[src/hdl/counter_array_pkg.sv]
package counter_array_pkg;

  localparam int unsigned NUM_CH = 6;

  // Register byte addresses
  localparam logic [11:0] ADDR_CONTROL = 12'h000;
  localparam logic [11:0] ADDR_MODE = 12'h004;
  localparam logic [11:0] ADDR_COUNT_LO = 12'h008;
  localparam logic [11:0] ADDR_COUNT_HI = 12'h00C;
  localparam logic [11:0] ADDR_PWM_CTRL = 12'h010;
  localparam logic [11:0] ADDR_PIN_LEVEL = 12'h014;
  localparam logic [11:0] ADDR_CH_MODE = 12'h020;
  localparam logic [11:0] ADDR_CMP_LO = 12'h040;
  localparam logic [11:0] ADDR_CMP_HI = 12'h060;
  localparam logic [11:0] CH_SPAN = 12'h018;

  // Field positions
  localparam int unsigned CTRL_MAIN_OVF_BIT = 7;
  localparam int unsigned CTRL_RUN_BIT = 6;
  localparam int unsigned MODE_MAIN_IRQ_EN_BIT = 0;
  localparam int unsigned MODE_TB_LSB = 1;
  localparam int unsigned PWM_ARSEL_BIT = 7;
  localparam int unsigned PWM_INT_OVF_BIT = 6;
  localparam int unsigned PWM_INT_IRQ_EN_BIT = 5;

  // Reset values
  localparam logic [7:0] RESET_BYTE = 8'h00;
  localparam logic [15:0] RESET_WORD = 16'h0000;
  localparam logic [15:0] FULL_MASK = 16'hFFFF;

  // Timebase selections
  localparam logic [2:0] TB_DIV12 = 3'h0;
  localparam logic [2:0] TB_DIV4 = 3'h1;
  localparam logic [2:0] TB_TIMER0 = 3'h2;
  localparam logic [2:0] TB_EXT_PIN = 3'h3;
  localparam logic [2:0] TB_SYSCLK = 3'h4;
  localparam logic [2:0] TB_EXT_OSC = 3'h5;
  localparam logic [3:0] PRESC_LAST = 4'hB;
  localparam logic [1:0] DIV4_LAST = 2'h3;
  localparam logic [2:0] OSC_DIV_LAST = 3'h7;

  typedef enum logic {APB_IDLE = 1'b0, APB_ANSWER = 1'b1} apb_phase_t;

  typedef struct packed {
    logic pwm16;
    logic ecom;
    logic capp;
    logic capn;
    logic mat;
    logic tog;
    logic pwm;
    logic irq_en;
  } chan_mode_t;

  typedef struct packed {
    chan_mode_t mode;
    logic [15:0] cmp;
    logic [1:0] len;
  } chan_cfg_t;

  function automatic logic [15:0] len_mask(input logic [1:0] len);
    unique case (len)
      2'h0: len_mask = 16'h00FF;
      2'h1: len_mask = 16'h01FF;
      2'h2: len_mask = 16'h03FF;
      2'h3: len_mask = 16'h07FF;
    endcase
  endfunction

endpackage

[src/hdl/counter_array_channel.sv]
`timescale 1ns/1ps
module counter_array_channel
  import counter_array_pkg::*;
(
  input wire logic clk_in,
  input wire logic rst_in,
  input wire chan_cfg_t cfg_in,
  input wire logic [15:0] count_in,
  input wire logic fresh_in,
  input wire logic pin_in,
  output logic capture_out,
  output logic match_out,
  output logic level_out,
  output logic pin_out,
  output logic pin_oe_out
);

  typedef struct packed {
    logic s1;
    logic s2;
    logic prev;
    logic pin;
    logic oe;
  } chan_state_t;

  chan_state_t s_r;
  chan_state_t s_nxt;

  always_comb begin
    logic rise;
    logic fall;
    logic hit;
    logic wrap;
    logic [15:0] mask;
    chan_mode_t m;
    rise = 1'b0;
    fall = 1'b0;
    hit = 1'b0;
    wrap = 1'b0;
    mask = FULL_MASK;
    m = cfg_in.mode;
    s_nxt = s_r;
    // Pin synchroniser and edge detect on the second stage
    s_nxt.s1 = pin_in;
    s_nxt.s2 = s_r.s1;
    s_nxt.prev = s_r.s2;
    rise = s_r.s2 & ~s_r.prev;
    fall = ~s_r.s2 & s_r.prev;
    capture_out = (m.capp | m.capn) & ~m.mat & ~m.tog & ~m.pwm
      & ((m.capp & rise) | (m.capn & fall));
    // Short compare in 8 to 11 bit PWM
    if (m.pwm && !m.pwm16 && !m.tog) begin
      mask = len_mask(cfg_in.len);
    end
    hit = m.ecom & fresh_in & (((count_in ^ cfg_in.cmp) & mask) == RESET_WORD);
    wrap = fresh_in & ((count_in & mask) == RESET_WORD);
    match_out = hit & m.mat;
    if (m.tog && !m.pwm) begin
      if (hit) begin
        s_nxt.pin = ~s_r.pin;
      end
    end else if (m.pwm && !m.tog) begin
      if (!m.ecom) begin
        s_nxt.pin = 1'b0;
      end else if (hit) begin
        s_nxt.pin = 1'b1;
      end else if (wrap) begin
        s_nxt.pin = 1'b0;
      end
    end
    s_nxt.oe = m.tog | m.pwm;
  end

  always_ff @(posedge clk_in or posedge rst_in) begin
    if (rst_in) begin
      s_r <= '0;
    end else begin
      s_r <= s_nxt;
    end
  end

  assign level_out = s_r.s2;
  assign pin_out = s_r.pin;
  assign pin_oe_out = s_r.oe;

endmodule // counter_array_channel

[src/hdl/counter_array.sv]
// Overview of operation
// - Main overflow flag sets when the 16-bit counter wraps from all ones.
// - Intermediate overflow flag sets on overflow out of bit 7, 8, 9 or 10.
// - Every event flag sets on its trigger regardless of interrupt enables.
// - Interrupt request rises when any flag is set with its own enable.
// - Mode bits 5/4 pick rising, falling or any-edge capture, bits 3-1 clear.
// - Bits 7 and 2 clear, bit 1 set picks short PWM; length field gives 8-11 bits.
// - One cycle-length setting is shared by all short-PWM channels.
// - PWM control bit 7 steers compare byte addresses to auto-reload registers.
// - Comparator disabled: no match, no toggle, PWM output held at 0.
// - In PWM modes a match sets the channel flag when match enable is set.
// - PWM control bit 5 enables interrupt from the intermediate overflow flag.
// - Selected pin edge in capture mode copies counter and sets channel flag.
// - Flags are never cleared by servicing; software clears them explicitly.
// - Software timer: counter equal to compare value sets the channel flag.
// - Compare low write clears comparator enable; high write sets it.
// - High-speed output toggles the pin and sets the flag on each match.
// - High-speed output with comparator off keeps pin level, no toggle.
// - Synchronised pin levels stay readable to tell which edge captured.
// - Counter low read latches high byte; next high read returns snapshot.
// - Timebase field picks div12, div4, timer0, external pin, clock, osc/8.
//
// Implementation choices: the APB slave port and the placing of the registers.
`timescale 1ns/1ps
module counter_array
  import counter_array_pkg::*;
(
  input wire logic clk_in,
  input wire logic rst_in,
  input wire logic psel_in,
  input wire logic penable_in,
  input wire logic pwrite_in,
  input wire logic [11:0] paddr_in,
  input wire logic [31:0] pwdata_in,
  output logic [31:0] prdata_out,
  output logic pready_out,
  output logic pslverr_out,
  input wire logic timer0_overflow_in,
  input wire logic external_count_pin_in,
  input wire logic ext_osc_in,
  input wire logic [5:0] channel_pin_in,
  output logic [5:0] channel_pin_out,
  output logic [5:0] channel_pin_oe_out,
  output logic irq_out
);

  typedef struct packed {
    apb_phase_t phase;
    logic pready;
    logic pslverr;
    logic [31:0] prdata;
    logic irq;
    logic run;
    logic main_ovf_flag;
    logic main_irq_en;
    logic [2:0] timebase;
    logic arsel;
    logic int_ovf_flag;
    logic int_irq_en;
    logic [1:0] len;
    logic [5:0] ch_flag;
    chan_mode_t [5:0] mode;
    logic [5:0][15:0] cmp;
    logic [5:0][15:0] reload;
    logic [15:0] count;
    logic [7:0] snap;
    logic fresh;
    logic [3:0] presc;
    logic eci_s1;
    logic eci_s2;
    logic eci_prev;
    logic osc_s1;
    logic osc_s2;
    logic osc_prev;
    logic [2:0] osc_div;
  } top_state_t;

  top_state_t s_r;
  top_state_t s_nxt;

  logic [5:0] capture;
  logic [5:0] match;
  logic [5:0] level;

  // Channel register group decode: hit flag and channel index
  function automatic logic [3:0] ch_decode(input logic [11:0] addr, input logic [11:0] base);
    logic [11:0] diff;
    diff = addr - base;
    ch_decode = {(addr >= base) && (diff < CH_SPAN) && (diff[1:0] == 2'h0), diff[4:2]};
  endfunction

  for (genvar i = 0; i < NUM_CH; i++) begin : g_ch
    counter_array_channel u_ch (
      .clk_in(clk_in),
      .rst_in(rst_in),
      .cfg_in('{mode: s_r.mode[i], cmp: s_r.cmp[i], len: s_r.len}),
      .count_in(s_r.count),
      .fresh_in(s_r.fresh),
      .pin_in(channel_pin_in[i]),
      .capture_out(capture[i]),
      .match_out(match[i]),
      .level_out(level[i]),
      .pin_out(channel_pin_out[i]),
      .pin_oe_out(channel_pin_oe_out[i])
    );
  end

  always_comb begin
    logic tick;
    logic main_evt;
    logic int_evt;
    logic [15:0] mask;
    logic [3:0] dm;
    logic [3:0] dl;
    logic [3:0] dh;
    logic [31:0] rd;
    logic mapped;
    logic [5:0] irq_en_vec;
    tick = 1'b0;
    main_evt = 1'b0;
    int_evt = 1'b0;
    mask = len_mask(s_r.len);
    dm = ch_decode(paddr_in, ADDR_CH_MODE);
    dl = ch_decode(paddr_in, ADDR_CMP_LO);
    dh = ch_decode(paddr_in, ADDR_CMP_HI);
    rd = 32'h0000_0000;
    mapped = 1'b1;
    irq_en_vec = 6'h00;
    s_nxt = s_r;

    // Timebase sources
    s_nxt.presc = (s_r.presc == PRESC_LAST) ? 4'h0 : s_r.presc + 4'h1;
    s_nxt.eci_s1 = external_count_pin_in;
    s_nxt.eci_s2 = s_r.eci_s1;
    s_nxt.eci_prev = s_r.eci_s2;
    s_nxt.osc_s1 = ext_osc_in;
    s_nxt.osc_s2 = s_r.osc_s1;
    s_nxt.osc_prev = s_r.osc_s2;
    if (s_r.osc_s2 && !s_r.osc_prev) begin
      s_nxt.osc_div = s_r.osc_div + 3'h1;
    end
    case (s_r.timebase)
      TB_DIV12: tick = (s_r.presc == PRESC_LAST);
      TB_DIV4: tick = (s_r.presc[1:0] == DIV4_LAST);
      TB_TIMER0: tick = timer0_overflow_in;
      TB_EXT_PIN: tick = ~s_r.eci_s2 & s_r.eci_prev;
      TB_SYSCLK: tick = 1'b1;
      TB_EXT_OSC: tick = s_r.osc_s2 & ~s_r.osc_prev & (s_r.osc_div == OSC_DIV_LAST);
      default: tick = 1'b0;
    endcase
    tick = tick & s_r.run;

    // Counter and overflow events
    s_nxt.fresh = tick;
    if (tick) begin
      s_nxt.count = s_r.count + 16'h0001;
    end
    main_evt = tick & (s_r.count == FULL_MASK);
    int_evt = tick & ((s_r.count & mask) == mask);

    // Auto-reload of short-PWM channels at the N-bit overflow
    for (int i = 0; i < NUM_CH; i++) begin
      if (int_evt && s_r.mode[i].pwm && !s_r.mode[i].pwm16 && !s_r.mode[i].tog) begin
        if (s_r.len == 2'h0) begin
          s_nxt.cmp[i][7:0] = s_r.cmp[i][15:8];
        end else begin
          s_nxt.cmp[i] = s_r.reload[i];
        end
      end
    end

    // Register read mux
    if (paddr_in == ADDR_CONTROL) begin
      rd[7:0] = {s_r.main_ovf_flag, s_r.run, s_r.ch_flag};
    end else if (paddr_in == ADDR_MODE) begin
      rd[3:0] = {s_r.timebase, s_r.main_irq_en};
    end else if (paddr_in == ADDR_COUNT_LO) begin
      rd[7:0] = s_r.count[7:0];
    end else if (paddr_in == ADDR_COUNT_HI) begin
      rd[7:0] = s_r.snap;
    end else if (paddr_in == ADDR_PWM_CTRL) begin
      rd[7:0] = {s_r.arsel, s_r.int_ovf_flag, s_r.int_irq_en, 3'h0, s_r.len};
    end else if (paddr_in == ADDR_PIN_LEVEL) begin
      rd[5:0] = level;
    end else if (dm[3]) begin
      rd[7:0] = s_r.mode[dm[2:0]];
    end else if (dl[3]) begin
      rd[7:0] = s_r.arsel ? s_r.reload[dl[2:0]][7:0] : s_r.cmp[dl[2:0]][7:0];
    end else if (dh[3]) begin
      rd[7:0] = s_r.arsel ? s_r.reload[dh[2:0]][15:8] : s_r.cmp[dh[2:0]][15:8];
    end else begin
      mapped = 1'b0;
    end

    // APB slave: answer registered in the setup cycle, acts at access end
    unique case (s_r.phase)
      APB_IDLE: begin
        if (psel_in && !penable_in) begin
          s_nxt.phase = APB_ANSWER;
          s_nxt.pready = 1'b1;
          s_nxt.pslverr = ~mapped;
          s_nxt.prdata = pwrite_in ? 32'h0000_0000 : rd;
          if (!pwrite_in && paddr_in == ADDR_COUNT_LO) begin
            s_nxt.snap = s_r.count[15:8];
          end
        end
      end
      APB_ANSWER: begin
        s_nxt.phase = APB_IDLE;
        s_nxt.pready = 1'b0;
        s_nxt.pslverr = 1'b0;
        if (psel_in && penable_in && mapped && pwrite_in) begin
          if (paddr_in == ADDR_CONTROL) begin
            s_nxt.main_ovf_flag = pwdata_in[CTRL_MAIN_OVF_BIT];
            s_nxt.run = pwdata_in[CTRL_RUN_BIT];
            s_nxt.ch_flag = pwdata_in[5:0];
          end else if (paddr_in == ADDR_MODE) begin
            s_nxt.main_irq_en = pwdata_in[MODE_MAIN_IRQ_EN_BIT];
            s_nxt.timebase = pwdata_in[MODE_TB_LSB +: 3];
          end else if (paddr_in == ADDR_COUNT_LO) begin
            s_nxt.count[7:0] = pwdata_in[7:0];
          end else if (paddr_in == ADDR_COUNT_HI) begin
            s_nxt.count[15:8] = pwdata_in[7:0];
          end else if (paddr_in == ADDR_PWM_CTRL) begin
            s_nxt.arsel = pwdata_in[PWM_ARSEL_BIT];
            s_nxt.int_ovf_flag = pwdata_in[PWM_INT_OVF_BIT];
            s_nxt.int_irq_en = pwdata_in[PWM_INT_IRQ_EN_BIT];
            s_nxt.len = pwdata_in[1:0];
          end else if (dm[3]) begin
            s_nxt.mode[dm[2:0]] = pwdata_in[7:0];
          end else if (dl[3]) begin
            if (s_r.arsel) begin
              s_nxt.reload[dl[2:0]][7:0] = pwdata_in[7:0];
            end else begin
              s_nxt.cmp[dl[2:0]][7:0] = pwdata_in[7:0];
            end
            s_nxt.mode[dl[2:0]].ecom = 1'b0;
          end else if (dh[3]) begin
            if (s_r.arsel) begin
              s_nxt.reload[dh[2:0]][15:8] = pwdata_in[7:0];
            end else begin
              s_nxt.cmp[dh[2:0]][15:8] = pwdata_in[7:0];
            end
            s_nxt.mode[dh[2:0]].ecom = 1'b1;
          end
        end
      end
    endcase

    // Hardware events set flags after software writes, so the set wins
    if (main_evt) begin
      s_nxt.main_ovf_flag = 1'b1;
    end
    if (int_evt) begin
      s_nxt.int_ovf_flag = 1'b1;
    end
    for (int i = 0; i < NUM_CH; i++) begin
      if (capture[i]) begin
        s_nxt.cmp[i] = s_r.count;
      end
      if (capture[i] || match[i]) begin
        s_nxt.ch_flag[i] = 1'b1;
      end
      irq_en_vec[i] = s_nxt.mode[i].irq_en;
    end

    // Interrupt request from flags and their enables
    s_nxt.irq = (s_nxt.main_ovf_flag & s_nxt.main_irq_en)
      | (s_nxt.int_ovf_flag & s_nxt.int_irq_en)
      | (|(s_nxt.ch_flag & irq_en_vec));
  end

  always_ff @(posedge clk_in or posedge rst_in) begin
    if (rst_in) begin
      s_r <= '0;
    end else begin
      s_r <= s_nxt;
    end
  end

  assign prdata_out = s_r.prdata;
  assign pready_out = s_r.pready;
  assign pslverr_out = s_r.pslverr;
  assign irq_out = s_r.irq;

endmodule // counter_array

[config.mk]
export PLATFORM = sky130hd
export DESIGN_NAME = counter_array
export DESIGN_NICKNAME = d
export VERILOG_FILES = /design/src/hdl/counter_array_pkg.sv /design/src/hdl/counter_array_channel.sv /design/src/hdl/counter_array.sv
export SDC_FILE = /design/constraint.sdc
export NUM_CORES = 1
export LEC_CHECK = 0
export ABC_AREA = 1
export BUFFER_PORTS_ARGS = -buffer_cell sky130_fd_sc_hd__buf_2
export CAP_MARGIN = 20
export CORE_AREA = 3 3 258 260
export CTS_BUF_LIST = sky130_fd_sc_hd__clkbuf_4
export DETAILED_ROUTE_END_ITERATION = 6
export DIE_AREA = 0 0 261 263
export GPL_ROUTABILITY_DRIVEN = 0
export PLACE_DENSITY = 0.55
export SKIP_CTS_REPAIR_TIMING = 1
export SYNTH_ARGS = -nofsm -noshare
export SYNTH_HDL_FRONTEND = slang
export SYNTH_SLANG_ARGS = --single-unit
[constraint.sdc]
create_clock -name clk_in -period 31.9 [get_ports clk_in]
set_clock_uncertainty 0.1 [all_clocks]
set_input_delay 7.975 -clock clk_in [delete_from_list [all_inputs] [get_ports clk_in]]
set_output_delay 7.975 -clock clk_in [all_outputs]
set_load 0.02 [all_outputs]
==> results.yml <==
status:
  status: "complete, no violations"
critical_path:
  setup.worst_path.end_class: "flop"
  critical_path.max_stage_delay_ns: 1.00
  crit_chain: "buf_2, inv_1, ha_1, nand3_1, nor2_1, nand2_1, buf_4, inv_2, buf_4, nor2_4, nand2_4, nand2_2, inv_2, nand3_4, inv_2, nand2_1, buf_4, nand2_1, o21ai_0"
  cp-start-kind: "primary input"
  worstPathArrival_ns: 13.13
  worst_path_max_delay_cell: "inv_2"
  critPathBufInv: 8
  crit_path_max_fanout: 49
  path_delay_family: "buffers and inverters"
  crit_type: "in2reg"
  cp.required_ns: 32.54
pwr:
  clkPwrFrac_pct: 44.8
  pwr-share-seq_pct: 45.3
  powerDensity_nw_per_um2: 39.5
  combPwrFrac_pct: 9.9
  p_leak_nw: 12.5
  ir_drop_v: 0.0000227
  p_int_mw: 0.680
  switching_share_pct: 30.2
  p_sw_mw: 0.294
synthesis:
  syn_area_um2: 22500
  yosys_most_used_dff: "dfrtp_1"
  yosysTopAreaCell: "dfrtp_1"
  synth.cells.most_frequent: "nand2_1, nor2_1, dfrtp_1"
  synth-edff-count: 0
  async_flop_share_pct: 100
  synthTopCellsByArea: "dfrtp_1, nand2_1, o21ai_0"
  yosys_warnings: 0
  synthMostInstantiatedCell: "nand2_1"
  seq_area_frac_synth_pct: 37.4
  ys_seq_elements: 337
  synth_top_area_share_pct: 37.4
  ys_types: 53
  netlist_instances: 3440
  avgSynthCellArea_um2: 6.55
die:
  start_util_pct: 35.0
  dieArea_um2: 68600
  fp-row-count: 93
  core_area_um2: 64300
  die_y_um: 263
  ios: 105
  die_w_um: 261
detailed_routing:
  wl_per_cell_um: 23.9
  first_iter_violations: 3362
  wirelength_um: 105000
  vias: 24300
  first_pass_iters: 6
  viasPerCell: 5.53
  drc: 0
  antenna_left: 0
grt:
  grt_usage_pct: 30.1
  grt_pass1_wl_um: 152000
  met2_usage_pct: 42.4
  grt_pass1_vias: 22600
  met1_usage_pct: 40.9
  overflow: 0
  antenna_found_initial: 6
  grt-busiest-layer: "met2"
  grt_use_met3_pct: 7.65
  grt_start_max_net_pins: 81
clocking:
  numClockSinks: 337
  worstSkewPairLatency_ns: 0.93
  clk_path_buf_depth: 3
  root_buffer: "clkbuf_4"
  clk_pin_slew_ns: 0.06
  cts_made_buffers: 100
  htreeDepth: 3
  cts_tree: "done"
timing:
  final.period_utilization_pct: 39.1
  rsz0062_at_grt: "false"
  max_slew_margin_pct: 19.5
  drv_slew: 0
  tightest_slew_ns: 1.20
  whs_ns: 0.241
  max_freq_mhz: 80.1
  setup_viol: 0
  min_period_ns: 12.49
  fin_setup_tns_ns: 0
  hold_viol: 0
cells_and_area:
  finalNetCount: 3517
  area_growth_pct: 9.29
  drive_gt1_share_pct: 9.78
  design_area_um2: 24600
placement:
  port_buffers: 56
  placed_cell_area_um2: 23400
  hpwl_um: 71900
hold_path:
  hp-class: "reg2reg"
run:
  maxCapViolCount: 0
==> through the flow <==
step                total power, mW  utilization, %  setup WS (ns)  std cells
finish                        0.975            38.3          19.42       4385
global placement              0.543            36.3          18.71       4205
floorplan                     0.507               -          14.49       3463
CTS                           0.979            38.3          19.62       4381
global route                   1.01            38.3          19.21       4385
detailed placement            0.543            36.3          18.69       4205
==> per-layer routing <==
metal  vias to the layer above  share of wire, %  wire [um]
met5                         -            0.0095         10
met3                       356                12      12200
met1                     11300                40      42200
met4                         2               7.0       7370
met2                      1465                41      43100
li1                      11200                 -          -
==> kinds of logic after synthesis <==
logic type	Yosys count	share of synthesized area [%]
xor+xnor	45	1.75
flops	337	37.4
simple gates	1730	32.0
compound gates	721	17.0
buf+inv	588	10.9
fa+ha+maj	7	0.388
mux	11	0.505
other cells	1	0.0166
==> cell usage in the layout (no fill, tap or decap), types with 8 or more instances in the layout <==
cell	count
a21oi_1	294
buf_2	56
buf_4	56
clkbuf_4	144
clkinv_1	33
conb_1	24
dfrtp_1	337
inv_1	331
inv_2	24
mux2i_1	8
nand2_1	951
nand2_2	17
nand3_1	256
nand4_1	38
nor2_1	405
nor2_2	10
nor3_1	13
o21ai_0	323
o21ai_1	13
o221ai_1	16
o22ai_1	34
o32ai_1	13
xnor2_1	18
xor2_1	27
==> power groups by stage <==
stage               clock network [mW]  logic [mW]  registers [mW]
floorplan                            0      0.0597           0.448
global placement                     0      0.0931           0.449
detailed placement                   0      0.0934           0.450
CTS                              0.443      0.0936           0.442
global route                     0.465       0.104           0.442
finish                           0.436      0.0964           0.442
==> layout make-up <==
class,instances,area (um^2)
Antenna cell,4,10.0
Clock buffer,144,1080
Clock inverter,32,185
Fill cell,7054,39700
Inverter,363,1370
Multi-Input combinational cell,2538,11800
Sequential cell,337,8430
Tap cell,855,1070
Timing Repair Buffer,112,701
==> final timing paths <==
| kind | startpoint | end | slack (ns) | cells past startpoint |
|---|---|---|---|---|
| setup / recovery | paddr_in[5] | flop | 19.42 | 19 |
| hold / removal | g_ch[3].u_ch.s_nxt[3] | g_ch[3].u_ch.level_out | 0.24 | 0 |
| setup reg to reg | s_r[330] | flop | 27.17 | 10 |
| hold reg to reg | g_ch[3].u_ch.s_nxt[3] | g_ch[3].u_ch.level_out | 0.24 | 0 |
| max in group asynchronous | rst_in | prdata_out[2] | 22.29 | 4 |
| min in group asynchronous | rst_in | asynchronous set/reset pin | 7.05 | 2 |
Note: power is estimated with default switching activity, not from simulation.
